### config.mk
export PLATFORM = sky130hd
export DESIGN_NAME = np_rx_regs
export DESIGN_NICKNAME = d
export VERILOG_FILES = /design/src/inc/np_rx_pkg.sv /design/src/core/np_rx_regs.sv
export VERILOG_INCLUDE_DIRS = /design/src /design/src/inc
export SDC_FILE = /design/constraint.sdc
export NUM_CORES = 1
export LEC_CHECK = 0
export BUFFER_PORTS_ARGS = -buffer_cell sky130_fd_sc_hd__buf_2
export CAP_MARGIN = 30
export CELL_PAD_IN_SITES_DETAIL_PLACEMENT = 1
export CELL_PAD_IN_SITES_GLOBAL_PLACEMENT = 2
export CORE_AREA = 2 2 186 115
export CTS_BUF_LIST = sky130_fd_sc_hd__clkbuf_16
export CTS_CLUSTER_DIAMETER = 150
export DETAILED_ROUTE_END_ITERATION = 12
export DIE_AREA = 0 0 188 117
export PLACE_DENSITY_LB_ADDON = 0.1
export SLEW_MARGIN = 20
export SYNTH_ARGS = -nofsm -noshare
export SYNTH_HDL_FRONTEND = slang
export SYNTH_SLANG_ARGS = --single-unit
### constraint.sdc
create_clock -name CORE_CLK -period 2.5 [get_ports CORE_CLK]
set_input_delay 0.5 -clock CORE_CLK [delete_from_list [all_inputs] [get_ports CORE_CLK]]
set_output_delay 0.5 -clock CORE_CLK [all_outputs]
set_load 0.03 [all_outputs]
### src/inc/np_rx_consts.svh
// Constants for the next-page receive register bank.
// Assumes inclusion by bare name from the design, checker and testbench files.
//
// How it works
// - Writable 11-bit transmit code field, resets 1
// - Selected byte appears in indirect data byte
// - Bit 15 reports partner more pages follow
// - Bit 14 acknowledge, set after three consistent bursts
// - Bit 13 reports partner message page flag
// - Bit 12 reports partner will comply flag
// - Toggle bit inverts previous codeword toggle
// - First toggle inverts base codeword bit 11
`ifndef NP_RX_CONSTS_SVH
`define NP_RX_CONSTS_SVH
`define REG_IND_CTRL 8'h6e
`define REG_IND_OFS 8'h6f
`define REG_IND_DATA 8'ha0
`define TABLE_EEE 3'h1
`define OFS_TX_HI 8'h0e
`define OFS_TX_LO 8'h0f
`define OFS_RX_HI 8'h10
`define OFS_RX_LO 8'h11
`define CODE_RESET 11'h001
`define BIT_MORE 15
`define BIT_ACK 14
`define BIT_MSG 13
`define BIT_COMPLY 12
`define BIT_TOGGLE 11
`define ACK_BURSTS 2'h3
`endif

### src/inc/np_rx_pkg.sv
// Types for the next-page receive register bank.
// Assumes nothing beyond the constants header.
package np_rx_pkg;
  typedef logic [15:0] codeword_t;
  typedef logic [3:0] port_t;
endpackage

### src/core/np_rx_regs.sv
// Next-page receive registers per port, reached by indirect byte access.
// Assumes a byte register port and per-port page capture strobes.
`timescale 1ns/1ps
`default_nettype none
`include "np_rx_consts.svh"
module np_rx_regs
  import np_rx_pkg::*;
#(
  parameter int NPORTS = 3
) (
  input wire logic CORE_CLK, // System clock
  input wire logic ARST_N, // Async reset
  input wire logic REG_WR, // Byte register write strobe
  input wire logic [7:0] REG_ADDR, // Byte register address
  input wire logic [7:0] REG_WDATA, // Write data
  output logic [7:0] REG_RDATA, // Read data
  input wire logic [NPORTS-1:0] PAGE_VALID, // Codeword burst from partner, per port
  input wire logic [16*NPORTS-1:0] PAGE_WORD, // Received codewords
  input wire logic [NPORTS-1:0] BASE_TOGGLE, // Base codeword bit 11 per port
  output logic [11*NPORTS-1:0] TX_CODE // Local transmit code field
);
  // Port number field is four bits and port 0 is not addressable
  if (NPORTS < 1 || NPORTS > 15) begin : g_bad_nports
    $error("NPORTS out of range");
  end

  logic [7:0] ctrl_q;
  logic [7:0] ofs_q;
  logic [7:0] rdata_q;
  codeword_t rx_q [NPORTS];
  logic [10:0] code_q [NPORTS];
  logic [1:0] cnt_q [NPORTS];
  codeword_t last_q [NPORTS];
  logic tog_q [NPORTS];
  logic first_q [NPORTS];

  function automatic logic sel_port(input logic [7:0] c, input int p);
    sel_port = (c[7:5] == `TABLE_EEE) && (c[3:0] == 4'(p + 1));
  endfunction

  always_ff @(posedge CORE_CLK or negedge ARST_N) begin
    if (!ARST_N) begin
      ctrl_q <= 8'h00;
      ofs_q <= 8'h00;
    end else if (REG_WR) begin
      if (REG_ADDR == `REG_IND_CTRL) begin
        ctrl_q <= REG_WDATA;
      end else if (REG_ADDR == `REG_IND_OFS) begin
        ofs_q <= REG_WDATA;
      end
    end
  end

  genvar g;
  generate
    for (g = 0; g < NPORTS; g++) begin : g_port
      codeword_t w;
      assign w = PAGE_WORD[16*g +: 16];
      assign TX_CODE[11*g +: 11] = code_q[g];

      // Writes through the data byte reach only the code field
      always_ff @(posedge CORE_CLK or negedge ARST_N) begin
        if (!ARST_N) begin
          code_q[g] <= `CODE_RESET;
        end else if (REG_WR && REG_ADDR == `REG_IND_DATA && sel_port(ctrl_q, g)) begin
          if (ofs_q == `OFS_TX_HI) begin
            code_q[g][10:8] <= REG_WDATA[2:0];
          end else if (ofs_q == `OFS_TX_LO) begin
            code_q[g][7:0] <= REG_WDATA;
          end
        end
      end

      // Consistency count over successive bursts
      always_ff @(posedge CORE_CLK or negedge ARST_N) begin
        if (!ARST_N) begin
          cnt_q[g] <= 2'h0;
          last_q[g] <= 16'h0000;
        end else if (PAGE_VALID[g]) begin
          last_q[g] <= w;
          // Ack bit excluded from comparison
          if ({w[15], w[13:0]} == {last_q[g][15], last_q[g][13:0]}) begin
            if (cnt_q[g] != `ACK_BURSTS) cnt_q[g] <= cnt_q[g] + 2'h1;
          end else begin
            cnt_q[g] <= 2'h1;
          end
        end
      end

      // Capture once three matching bursts seen; host writes never touch it
      always_ff @(posedge CORE_CLK or negedge ARST_N) begin
        if (!ARST_N) begin
          rx_q[g] <= 16'h0000;
          tog_q[g] <= 1'b0;
          first_q[g] <= 1'b1;
        end else if (PAGE_VALID[g] && cnt_q[g] >= 2'h2 &&
                     {w[15], w[13:0]} == {last_q[g][15], last_q[g][13:0]}) begin
          rx_q[g][`BIT_MORE] <= w[`BIT_MORE];
          rx_q[g][`BIT_ACK] <= 1'b1;
          rx_q[g][`BIT_MSG] <= w[`BIT_MSG];
          rx_q[g][`BIT_COMPLY] <= w[`BIT_COMPLY];
          // Expected toggle: inverse of previous, first from base page
          rx_q[g][`BIT_TOGGLE] <= first_q[g] ? ~BASE_TOGGLE[g] : ~tog_q[g];
          tog_q[g] <= first_q[g] ? ~BASE_TOGGLE[g] : ~tog_q[g];
          first_q[g] <= 1'b0;
          rx_q[g][10:0] <= w[10:0];
        end
      end
    end
  endgenerate

  // Registered read path; unmapped reads return zero
  always_ff @(posedge CORE_CLK or negedge ARST_N) begin
    if (!ARST_N) begin
      rdata_q <= 8'h00;
    end else begin
      rdata_q <= 8'h00;
      if (REG_ADDR == `REG_IND_CTRL) begin
        rdata_q <= ctrl_q;
      end else if (REG_ADDR == `REG_IND_OFS) begin
        rdata_q <= ofs_q;
      end else if (REG_ADDR == `REG_IND_DATA) begin
        for (int p = 0; p < NPORTS; p++) begin
          if (sel_port(ctrl_q, p)) begin
            if (ofs_q == `OFS_RX_HI) rdata_q <= rx_q[p][15:8];
            else if (ofs_q == `OFS_RX_LO) rdata_q <= rx_q[p][7:0];
            else if (ofs_q == `OFS_TX_HI) rdata_q <= {5'h00, code_q[p][10:8]};
            else if (ofs_q == `OFS_TX_LO) rdata_q <= code_q[p][7:0];
          end
        end
      end
    end
  end

  assign REG_RDATA = rdata_q;
endmodule
`default_nettype wire

Word-level counts from Yosys, hierarchy flattened
Cells that the tools add are included.
{"block": "classes", "n_reduce_logical": 24, "magnitude_cmp": 3, "eq_ne": 20, "n_addsub": 3, "multipliers": 0, "n_mux": 27, "shifts": 0, "bitwise": 8, "div": 0}
{"operator": "8-bit two-way mux", "n": 18}
{"operator": "15-bit == test", "n": 3}
{"operator": "8-bit by 4-bit == test with 1-bit output (second input constant)", "n": 2}
{"operator": "8-bit by 5-bit == test with 1-bit output (second input constant)", "n": 2}
{"operator": "8-bit by 7-bit == test with 1-bit output (second input constant)", "n": 2}
{"operator": "2-bit AND reduction", "n": 7}
{"operator": "1-bit logical AND", "n": 13}
{"operator": "2-bit two-way mux", "n": 6}
{"operator": "3-bit AND reduction", "n": 4}
{"operator": "4-bit by 2-bit == test with 1-bit output (second input constant)", "n": 2}
{"operator": "8-bit == test (second input constant)", "n": 1}
{"operator": "1-bit inverter", "n": 8}
{"operator": "2-bit by 1-bit adder with 2-bit output (second input constant)", "n": 3}
{"operator": "2-bit >= comparator (second input constant)", "n": 3}
{"operator": "2-bit by 1-bit inequality test with 1-bit output (second input constant)", "n": 3}
{"operator": "2-bit inequality test (second input constant)", "n": 3}
{"operator": "4-bit by 1-bit == test with 1-bit output (second input constant)", "n": 1}
{"operator": "3-bit by 1-bit == test with 1-bit output (second input constant)", "n": 1}
{"operator": "1-bit two-way mux", "n": 3}
{"block": "totals", "input_bits": 73, "memories": 0, "latch_bits": 0, "out_inout_bits": 41, "ram_bits": 0, "reg_bits": 165, "romBits": 0}

Longest topological paths before layout
Gate-level depths: netlist of run 1.
{"block": "logic_depth", "depth_word": 19, "mapped_depth": 8}

Least setup slack after synthesis of run 1
Ideal clock, no wire load.
{"block": "synth_path", "kind": "in2reg", "startpoint": "in PAGE_WORD[28]", "endpoint": "reg rx_q[23] (netlist bit)", "path_slack_ns": 0.419, "path_stages": 6, "n_path_buf": 1, "arrival_ns": 1.956, "cell_sequence": "xor2_1 nor4_2 nand4_2 nor3_4 buf_6 mux2_2"}
{"block": "synth_between", "elab_chain_len": 2}
{"element": "from (decl)", "line_no": "np_rx_regs.sv:18", "rtl": "input wire logic [16*NPORTS-1:0] PAGE_WORD,"}
{"element": "15-bit == test", "line_no": "np_rx_regs.sv:97", "rtl": "{w[15], w[13:0]} == {last_q[g][15], last_q[g][13:0]}) begin"}
{"element": "1-bit logical AND", "line_no": "np_rx_regs.sv:96", "rtl": "end else if (PAGE_VALID[g] && cnt_q[g] >= 2'h2 &&"}
{"element": "to (signal, indexed assignment)", "line_no": "np_rx_regs.sv:98", "rtl": "rx_q[g][`BIT_MORE] <= w[`BIT_MORE];"}
{"element": "to (signal, indexed assignment)", "line_no": "np_rx_regs.sv:100", "rtl": "rx_q[g][`BIT_MSG] <= w[`BIT_MSG];"}
{"element": "to (signal, indexed assignment)", "line_no": "np_rx_regs.sv:101", "rtl": "rx_q[g][`BIT_COMPLY] <= w[`BIT_COMPLY];"}
{"element": "to (decl)", "line_no": "np_rx_regs.sv:30", "rtl": "codeword_t rx_q [NPORTS];"}
Every way passes these cells.
A chain may end at the register's enable or synchronous reset.

Worst setup path after layout of run 1
{"block": "layout_path", "startpoint": "reg ofs_q[2]", "endpoint": "reg rdata_q[1], in the netlist REG_RDATA[1]"}
{"block": "layout_between", "elab_chain_len": 19, "elab_cells_between_ends": 22, "classes_between": "4 x eq/ne; 18 x mux"}
{"element": "from (decl)", "line_no": "np_rx_regs.sv:28", "rtl": "logic [7:0] ofs_q;"}
{"element": "from (signal assigned)", "line_no": "np_rx_regs.sv:44", "rtl": "ofs_q <= 8'h00;"}
{"element": "from (signal assigned)", "line_no": "np_rx_regs.sv:49", "rtl": "ofs_q <= REG_WDATA;"}
{"element": "8-bit by 4-bit == test with 1-bit output (no line)"}
{"element": "8-bit two-way mux", "line_no": "np_rx_regs.sv:128", "rtl": "else if (ofs_q == `OFS_TX_LO) rdata_q <= code_q[p][7:0];"}
{"element": "8-bit two-way mux", "line_no": "np_rx_regs.sv:127", "rtl": "else if (ofs_q == `OFS_TX_HI) rdata_q <= {5'h00, code_q[p][10:8]};"}
{"element": "8-bit two-way mux", "line_no": "np_rx_regs.sv:126", "rtl": "else if (ofs_q == `OFS_RX_LO) rdata_q <= rx_q[p][7:0];"}
{"element": "8-bit two-way mux", "line_no": "np_rx_regs.sv:125", "rtl": "if (ofs_q == `OFS_RX_HI) rdata_q <= rx_q[p][15:8];"}
{"element": "8-bit two-way mux", "line_no": "np_rx_regs.sv:124", "rtl": "if (sel_port(ctrl_q, p)) begin"}
{"element": "8-bit two-way mux", "line_no": "np_rx_regs.sv:128"}
{"element": "8-bit two-way mux", "line_no": "np_rx_regs.sv:127"}
{"element": "(+3 left out)"}
{"element": "8-bit two-way mux", "line_no": "np_rx_regs.sv:128"}
{"element": "8-bit two-way mux", "line_no": "np_rx_regs.sv:127"}
{"element": "8-bit two-way mux", "line_no": "np_rx_regs.sv:126"}
{"element": "8-bit two-way mux", "line_no": "np_rx_regs.sv:125"}
{"element": "8-bit two-way mux (*)", "line_no": "np_rx_regs.sv:124"}
{"element": "8-bit two-way mux (*)", "line_no": "np_rx_regs.sv:122", "rtl": "end else if (REG_ADDR == `REG_IND_DATA) begin"}
{"element": "8-bit two-way mux (*)", "line_no": "np_rx_regs.sv:120", "rtl": "end else if (REG_ADDR == `REG_IND_OFS) begin"}
{"element": "8-bit two-way mux (*)", "line_no": "np_rx_regs.sv:118", "rtl": "if (REG_ADDR == `REG_IND_CTRL) begin"}
{"element": "to (signal assigned)", "line_no": "np_rx_regs.sv:119", "rtl": "rdata_q <= ctrl_q;"}
{"element": "to (signal assigned)", "line_no": "np_rx_regs.sv:121", "rtl": "rdata_q <= ofs_q;"}
{"element": "to (signal assigned)", "line_no": "np_rx_regs.sv:125"}
{"element": "to (decl)", "line_no": "np_rx_regs.sv:29", "rtl": "logic [7:0] rdata_q;"}
Mark *: on every way between the ends. The rest lies on a longest branch, timed or not.

==> results of run 1 <==
layout make-up:
type	instances	area [um2]	share of cell area, %
Clock buffer	17	425	4.47
Timing Repair Buffer	158	980	10.3
Multi-Input combinational cell	424	3570	37.5
Inverter	19	71.3	0.750
Clock inverter	15	130	1.37
Tap cell	279	349	3.67
Sequential cell	159	3990	41.9
critical path: cells and delay by family, from the launching register on:
family                 cells  cell delay (ns)
flip-flops                 1             0.43
buffers and inverters      1             0.16
AND/OR/NAND/NOR            1             0.69
AO/OA/AOI/OAI              4             0.98
kinds of logic (layout without fill, tap and decap cells):
group | after synthesis | after routing | synth area share, %
AO/OA/AOI/OAI | 106 | 106 | 9.05
XOR/XNOR | 45 | 45 | 5.07
adder cells (fa/ha/maj) | 6 | 6 | 0.966
buffers and inverters | 48 | 209 | 2.90
flip-flops | 159 | 159 | 51.3
multiplexers | 139 | 139 | 20.0
AND/OR/NAND/NOR | 128 | 128 | 10.7
worst max-delay path by stage:
stage | slack [ns] | startpoint | cells past startpoint | to
floorplan | 0.42 | PAGE_WORD[28] | 6 | rx_q[23]
global placement | 0.14 | ofs_q[2] | 6 | REG_RDATA[1]
detailed placement | 0.13 | PAGE_WORD[28] | 7 | rx_q[17]
CTS | 0.13 | ofs_q[2] | 6 | REG_RDATA[1]
global route | 0.05 | ofs_q[2] | 6 | REG_RDATA[1]
finish | 0.13 | ofs_q[2] | 6 | REG_RDATA[1]
metal layers:
| layer | global-route usage, % | routed length, um | vias to the layer above |
|---|---|---|---|
| li1 | - | - | 2619 |
| met5 | 0 | 0 | - |
| met1 | 31.5 | 11100 | 2892 |
| met2 | 33.3 | 10100 | 139 |
| met4 | 4.93 | 89 | 0 |
| met3 | 4.92 | 1450 | 6 |
sequential cells by signal, summed over array words and instances, names as in the netlist:
signal	count
ofs_q	8
last_q	45
ctrl_q	8
TX_CODE	33
cnt_q	6
REG_RDATA	8
first_q	3
rx_q	48
power breakdown:
part           internal (mW)  total, mW  switching, mW
Sequential              2.66       2.74         0.0756
Clock                   1.45       2.51           1.06
Combinational          0.228      0.513          0.284
Total                   4.34       5.76           1.42
metrics by stage:
stage               util (%)  std cells  hold slack (ns)
finish                  46.5       1071           0.0496
floorplan                  -        631            0.204
detailed placement      43.7       1039            0.459
CTS                     46.5       1071           0.0653
global placement        43.7       1039            0.457
global route            46.5       1071           0.0751
layout by cell type, fill, tap and decap left out, drive strengths merged, types with 3 or more instances in the layout:
cell,n
mux2i,8
o31ai,3
a2111o,4
nor2b,9
clkbuf,17
nand4,11
o22ai,4
nor3,18
and2,3
clkinv,6
ha,6
xor2,27
nand2,13
o21ai,35
mux2,131
buf,158
or3,3
nand3,21
inv,24
xnor2,18
or2,4
nor2,21
dfstp,6
a22oi,5
o21a,3
nor4,10
nor4b,4
a211oi,13
a31oi,13
a21oi,10
dfrtp,153
==> impl_results.md, run 1 <==
* Status: complete, no violations
* Mapped Area at 0.00777 mm2
* Min Tclk post-route at 2.37 ns
* Area Growth Syn to Fin at 22.4%
* Tcrit/Tclk final at 94.6%
* Die ar. at 0.0220 mm2
* ANT cells at 0
* Average cell area after synthesis at 12.3 um2
* Die Y at 117 um
* Headroom to the max-slew limit at 61.3%
* Peak supply drop at 465 uV
* Slowest-stage cell, CP: or4b_4
* Crit path cell chain: or4b_4, o31a_1, a2111o_1, o21ai_0, a211oi_1, buf_4
* Post-Syn Instances at 631
* Async set or reset register ratio after synthesis at 100%
* CTS tree: built
* Nets at 858
* Antenna violations before repair at 1
* Most frequent cell after synthesis: dfrtp_1
* # resized after CTS at 0
* Largest net degree at the start of global routing at 59
* Design Power at 5.76 mW
* Vias at 5656
* CP required at 2.83 ns
* Die width at 188 um
* Final Hold Vio Count at 0
* Sequential share of the synthesized area at 51.3%
* Static leakage at 4.46 nW
* Most frequent cells after synthesis: 153 x dfrtp_1, 126 x mux2_2, 34 x o21ai_0, 27 x xor2_1, 21 x nand3_1
* Htree depth at 4
* Crit-path max FO at 18
* Worst-path clk slew at 0.06 ns
* Syn nets at 710
* Top cells by area, synth: dfrtp_1 49%, mux2_2 18%, xor2_1 3.0%
* Post-DP HPWL at 17500 um
* R2r setup slk at 0.13 ns
* Final Cell Area at 0.00951 mm2
* Post-synthesis register bit count at 159
* Synth Warn # at 0
* I/O pins at 114
* Pre-CTS setup slack at 0.125 ns
* Yosys top cell by area: dfrtp_1
* TNS Setup at 0 ns
* Max Root-Sink Buffers at 2
* CTS Hold Buffers Added at 0
* Vias in the first global route at 6090
* Measured slew at the worst slew-check pin at 0.580 ns
* Final setup vio count at 0
* Fillers at 2174
* Setup ws final at 0.135 ns
* DP Area at 0.00895 mm2
* Final Max Slew Viols at 0
* Via density at 5.28
* P per Cell Area at 605 mW/mm2
* Max-capacitance violation count at 0
* Initial DRC Count at 266
* DR WL/cell at 21.2 um
* CTS Root Cell: clkbuf_16
* R2R cell count at 6
* RSZ-0062 raised after global routing: no
* Drt total wl at 22700 um
* CORE AREA at 0.0205 mm2
* FP Rows at 41
* Port bufs at 110
* Crit. End Element: flip-flop
* Starting Density at 38.0%
* CTS Sinks at 159
* GP Congestion at 0.838
* Antenna Nets Post-Route at 0
* Top cell type's share of synthesized area at 49.3%
* Worst hold path type: input pin to asynchronous set/reset pin
* Post-synth EDFFs at 0
* Startpoint types: flip-flop
* Gr usage total at 21.7%
* Worst reg2reg path endpoint: REG_RDATA[1]
* 1st-pass router iterations at 5
* Highest clock rate at 0.423 GHz
* Overflow after GRT at 0
* Unique cell type count in the Yosys netlist at 62
* Post-CTS Setup Bufs at 0
* First-pass GRT wire length at 35500 um
* Layout Skew at 0.0136 ns
* WS Path Type: flip-flop to flip-flop
* Critical Path AT at 2.70 ns
* Ys flop type: dfrtp_1
* DRC Markers at 0
* CTS buffer count at 17
* Share of cells above drive strength 1 at 43.2%
* CP max stage delay at 0.69 ns
* Insertion delay to the later sink of the worst-skew pair at 0.43 ns
* Worst r2r src: ofs_q[2]
No activity file was read; power rests on OpenSTA's default activity.
==> inputs of run 2 (changes only) <==
SETUP_SLACK_MARGIN = 0.15   (was unset)
==> impl_results.md, run 2 (synthesized netlist as in run 1, its figures left out) <==
* Status: complete, no violations
* Area Growth Syn to Fin at 22.7%
* Crit. End Element: flip-flop
* Biggest register: rx_q
* Post-DP HPWL at 17500 um (unchanged)
* DP Area at 0.00895 mm2 (unchanged)
* Worst r2r src: ofs_q[1]
* CP max stage delay at 0.62 ns (-0.07 ns)
* Register share of total power at 47.5% (about the same)
* Largest net degree at the start of global routing at 59 (unchanged)
* P per Cell Area at 605 mW/mm2 (-0.14%)
* Peak supply drop at 471 uV (+1.2%)
* Worst-path clk slew at 0.06 ns (about the same)
* Die ar. at 0.0220 mm2 (unchanged)
* I/O pins at 114 (unchanged)
* DRC Markers at 0 (unchanged)
* Clock Power Share at 43.6% (about the same)
* Layout Skew at 0.0175 ns (+0.00395 ns)
* GP Congestion at 0.838 (unchanged)
* Max-capacitance violation count at 0 (unchanged)
* FP Rows at 41 (unchanged)
* Min Tclk post-route at 2.26 ns (-0.101 ns)
* R2R cell count at 6 (unchanged)
* Fillers at 2174 (unchanged)
* Via density at 5.28 (about the same)
* Highest clock rate at 0.442 GHz (+4.5%)
* Starting Density at 38.0% (unchanged)
* Commonest cells after routing, fill and taps aside: 153 x dfrtp_1, 126 x mux2_2, 109 x buf_2
* Max Root-Sink Buffers at 2 (unchanged)
* Die Y at 117 um (unchanged)
* CTS tree: built
* Antenna Nets Post-Route at 0 (unchanged)
* CTS buffer count at 17 (unchanged)
* Final setup vio count at 0 (unchanged)
* DR WL/cell at 21.2 um (-0.30%)
* WS Path Type: flip-flop to flip-flop
* Logic pwr share at 8.9% (about the same)
* Gr usage total at 21.7% (about the same)
* Nets at 861 (+0.35%)
* Final Util at 46.6% (+0.12 points)
* CP startpoint: ofs_q[1]
* Drt total wl at 22800 um (about the same)
* Final Hold Vio Count at 0 (unchanged)
* Worst hold path type: input pin to asynchronous set/reset pin
* Startpoint types: flip-flop
* Port bufs at 110 (unchanged)
* Measured slew at the worst slew-check pin at 0.579 ns (-0.00104 ns)
* Vias in the first global route at 6102 (+0.20%)
* CP required at 2.83 ns (about the same)
* R2r setup slk at 0.24 ns (+0.10 ns)
* Tcrit/Tclk final at 90.6% (-4.0 points)
* Flip-flop count of the largest register after layout at 48 (unchanged)
* Final Cell Area at 0.00953 mm2 (+0.26%)
* Worst reg2reg path endpoint: REG_RDATA[1]
* 1st-pass router iterations at 5 (unchanged)
* CORE AREA at 0.0205 mm2 (unchanged)
* CTS Root Cell: clkbuf_16
* Die width at 188 um (unchanged)
* Final Max Slew Viols at 0 (unchanged)
* Sw Pwr at 1.43 mW (+0.49%)
* Initial DRC Count at 322 (+21%)
* Most common cell after layout, fill and taps aside: dfrtp_1
* Htree depth at 4 (unchanged)
* Share of cells above drive strength 1 at 43.4% (+0.21 points)
* First-pass GRT wire length at 35500 um (about the same)
* Antenna violations before repair at 1 (unchanged)
* Vias at 5672 (+0.28%)
* Crit path cell chain: or4b_4, o31a_1, a2111o_1, o21ai_1, a211oi_1, buf_4
* Static leakage at 4.47 nW (+0.28%)
* Crit-path max FO at 8 (-10)
* Overflow after GRT at 0 (unchanged)
* Critical Path AT at 2.60 ns (-0.10 ns)
* RSZ-0062 raised after global routing: no
* Slowest-stage cell, CP: or4b_4
* Insertion delay to the later sink of the worst-skew pair at 0.44 ns (about the same)
* Headroom to the max-slew limit at 61.4% (+0.070 points)
* CTS Sinks at 159 (unchanged)
* Switching part of the total at 24.7% (+0.091 points)
* CTS Hold Buffers Added at 0 (unchanged)
* Internal power at 4.34 mW (about the same)
* Crit path to: REG_RDATA[1]
* TNS Setup at 0 ns (unchanged)
* WHS at 0.0473 ns (-0.00224 ns)
-- run 2: worst min path at each step --
| stage | from | end | slack, ns |
|---|---|---|---|
| global route | ARST_N | TX_CODE[2] | 0.08 |
| CTS | ARST_N | TX_CODE[1] | 0.07 |
| floorplan | ARST_N | REG_RDATA[0] | 0.20 |
| detailed placement | rx_q[46] | rx_q[46] | 0.46 |
| finish | ARST_N | TX_CODE[1] | 0.05 |
| global placement | rx_q[46] | rx_q[46] | 0.46 |
-- run 2: timing repair --
action,CTS,global route
hold endpoints to repair,0,0
buffers inserted,3,0
resized for setup,0,3
pin swaps,1,0
endpoints found under the setup margin,1,3
-- run 2: stage by stage --
step	instances	total power [mW]	setup WS, ns
5_1_grt	1074	5.99	0.182
4_1_cts	1074	5.82	0.229
2_1_floorplan	631	3.03	0.419
6_report	1075	5.76	0.236
3_3_place_gp	1039	3.27	0.143
3_5_place_dp	1039	3.30	0.125
-- run 2: metal layers --
layer,vias to the layer above,track usage [%],wire length (um)
met5,-,0,0
met4,0,4.93,144
met3,8,4.92,1220
met2,121,33.3,10000
met1,2920,31.6,11400
li1,2623,-,-
-- run 2: area by class of cell --
class	count	area [um2]	area share, %
clock inverters	15	130	1.37
well taps	279	349	3.66
clock buffers	17	425	4.46
repair buffers	161	1000	10.5
inverters	19	71.3	0.748
diodes	1	2.50	0.0263
flip-flops and latches	159	3990	41.8
multi-input cells	424	3570	37.4
-- run 2: critical path, delay by kind of cell, from the launching register on --
family / cells / cell delay, ns
and+or+nand+nor: 1 / 0.62
AOI/OAI and AO/OA: 4 / 0.95
DFF: 1 / 0.44
buffers and inverters: 1 / 0.15
-- run 2: power groups by stage --
stage	registers (mW)	clock network (mW)	logic (mW)
2_1_floorplan	2.76	0	0.266
3_3_place_gp	2.78	0	0.496
3_5_place_dp	2.79	0	0.517
4_1_cts	2.74	2.56	0.520
5_1_grt	2.75	2.68	0.565
6_report	2.74	2.51	0.513
==> inputs of run 3 (changes only) <==
RECOVER_POWER = 25   (was unset)
==> impl_results.md, run 3 (synthesized netlist as in run 1, its figures left out) <==
* Worst hold path type: input pin to flip-flop
* CP required at 2.83 ns (about the same)
* Flip-flop count of the largest register after layout at 48 (unchanged)
* I/O pins at 114 (unchanged)
* Startpoint types: flip-flop
* Most common cell after layout, fill and taps aside: dfrtp_1
* Pre-CTS setup slack at 0.125 ns (unchanged)
* First-pass GRT wire length at 35500 um (unchanged)
* Commonest cells after routing, fill and taps aside: 153 x dfrtp_1, 126 x mux2_2, 109 x buf_2
* Biggest register: rx_q
* Peak supply drop at 465 uV (-1.2%)
* Fin cells at 1074 (-0.093%)
* Setup ws final at 0.244 ns (+0.00817 ns)
* RSZ-0062 raised after global routing: no
* Crit. End Element: flip-flop
* 1st-pass router iterations at 4 (-1)
* CORE AREA at 0.0205 mm2 (unchanged)
* CTS Hold Buffers Added at 0 (unchanged)
* Status: finished with violations
* Largest net degree at the start of global routing at 59 (unchanged)
* Tcrit/Tclk final at 90.2% (-0.33 points)
* Nets at 861 (unchanged)
* Worst-path clk slew at 0.06 ns (about the same)
* Static leakage at 4.46 nW (-0.36%)
* DRC Markers at 0 (unchanged)
* Gr usage total at 21.7% (unchanged)
* Share of cells above drive strength 1 at 43.3% (-0.13 points)
* Via density at 5.30 (+0.50%)
* Critical Path AT at 2.59 ns (about the same)
* Final Util at 46.4% (-0.21 points)
* Failing checks: capacitance limit
* Final Hold Vio Count at 0 (unchanged)
* Min Tclk post-route at 2.26 ns (-0.00817 ns)
* Layout Skew at 0.0182 ns (+0.000653 ns)
* Starting Density at 38.0% (unchanged)
* Vias in the first global route at 6102 (unchanged)
* Max Root-Sink Buffers at 2 (unchanged)
* CTS Root Cell: clkbuf_16
* Area Growth Syn to Fin at 22.2%
* Crit-path max FO at 8 (unchanged)
* P per Cell Area at 606 mW/mm2 (+0.20%)
* WS Path Type: flip-flop to flip-flop
* Die ar. at 0.0220 mm2 (unchanged)
* Highest clock rate at 0.443 GHz (+0.36%)
* FP Rows at 41 (unchanged)
* Vias at 5695 (+0.41%)
* Drt total wl at 22800 um (about the same)
* ANT cells at 0 (-1)
* Die width at 188 um (unchanged)
* Htree depth at 4 (unchanged)
* Die Y at 117 um (unchanged)
* CTS buffer count at 17 (unchanged)
* Final setup vio count at 0 (unchanged)
* Antenna violations before repair at 1 (unchanged)
* Insertion delay to the later sink of the worst-skew pair at 0.43 ns (about the same)
* TNS Setup at 0 ns (unchanged)
* Port bufs at 110 (unchanged)
* # placed instances at 1039 (unchanged)
* Antenna Nets Post-Route at 0 (unchanged)
* WHS at 0.335 ns (+0.288 ns)
* Post-DP HPWL at 17500 um (unchanged)
* Overflow after GRT at 0 (unchanged)
* Headroom to the max-slew limit at 0.440% (-61 points)
* Final Max Slew Viols at 0 (unchanged)
* DR WL/cell at 21.2 um (+0.12%)
* Initial DRC Count at 305 (-5.3%)
* CTS tree: built
* CTS Sinks at 159 (unchanged)
* Max-capacitance violation count at 1 (+1)
* Measured slew at the worst slew-check pin at 1.49 ns (+0.914 ns)
* Fillers at 2179 (+0.23%)
* GP Congestion at 0.838 (unchanged)
[run 3: cell types whose count changed in the layout (fill, tap and decap cells not counted), sizes merged]
cell,delta
buf,-4
diode,-1
clkbuf,+4
[run 3: through the flow]
| step | power (mW) | area, um2 |
|---|---|---|
| after CTS | 5.82 | 9530 |
| after detailed placement | 3.30 | 8950 |
| final | 5.75 | 9490 |
| after global routing | 5.99 | 9490 |
| after global placement | 3.27 | 8950 |
| after floorplan | 3.03 | 7770 |
[run 3: final timing paths]
kind,from,endpoint,slack [ns],depth (start not counted)
worst min register to register,rx_q[46],rx_q[46],0.47,1
worst max register to register,ofs_q[1],REG_RDATA[1],0.24,6
min in group asynchronous,ARST_N,TX_CODE[1],0.43,1
worst max-delay path,ofs_q[1],REG_RDATA[1],0.24,6
worst min-delay path,PAGE_WORD[11],last_q[43],0.33,2
max in group asynchronous,ARST_N,cnt_q[4],0.48,2
[run 3: report_power, final]
group	leakage (nW)	switching, mW	total, mW	internal (mW)
Combinational	2.13	0.283	0.504	0.221
Clock	0.280	1.06	2.51	1.45
Sequential	2.05	0.0759	2.74	2.66
[run 3: worst max-delay path, stage by stage (launching register included)]
cell,delay (ns)
dfrtp_1,0.44
or4b_4,0.62
o31a_1,0.30
a2111o_1,0.33
o21ai_1,0.19
a211oi_1,0.13
buf_4,0.15
[run 3: metal layers]
metal	track usage, %	wire [um]	up-vias
met3	4.92	1090	8
met5	0	0	-
met4	4.93	107	0
met2	33.3	10000	121
li1	-	-	2623
met1	31.6	11500	2943
[run 3: timing repair]
item,in CTS,in global routing
hold endpoints to repair,0,0
setup buffers,3,0
pin swaps,1,0
setup endpoints to repair,1,3
gates resized for setup,0,3
[run 3: cell type report]
type / instances / area, um2 / share of cell area, %
Clock buffer: 17 / 425 / 4.48
Clock inverter: 15 / 130 / 1.37
Timing Repair Buffer: 161 / 962 / 10.1
Sequential cell: 159 / 3990 / 42.0
Tap cell: 279 / 349 / 3.68
Inverter: 19 / 71.3 / 0.751
Multi-Input combinational cell: 424 / 3570 / 37.6
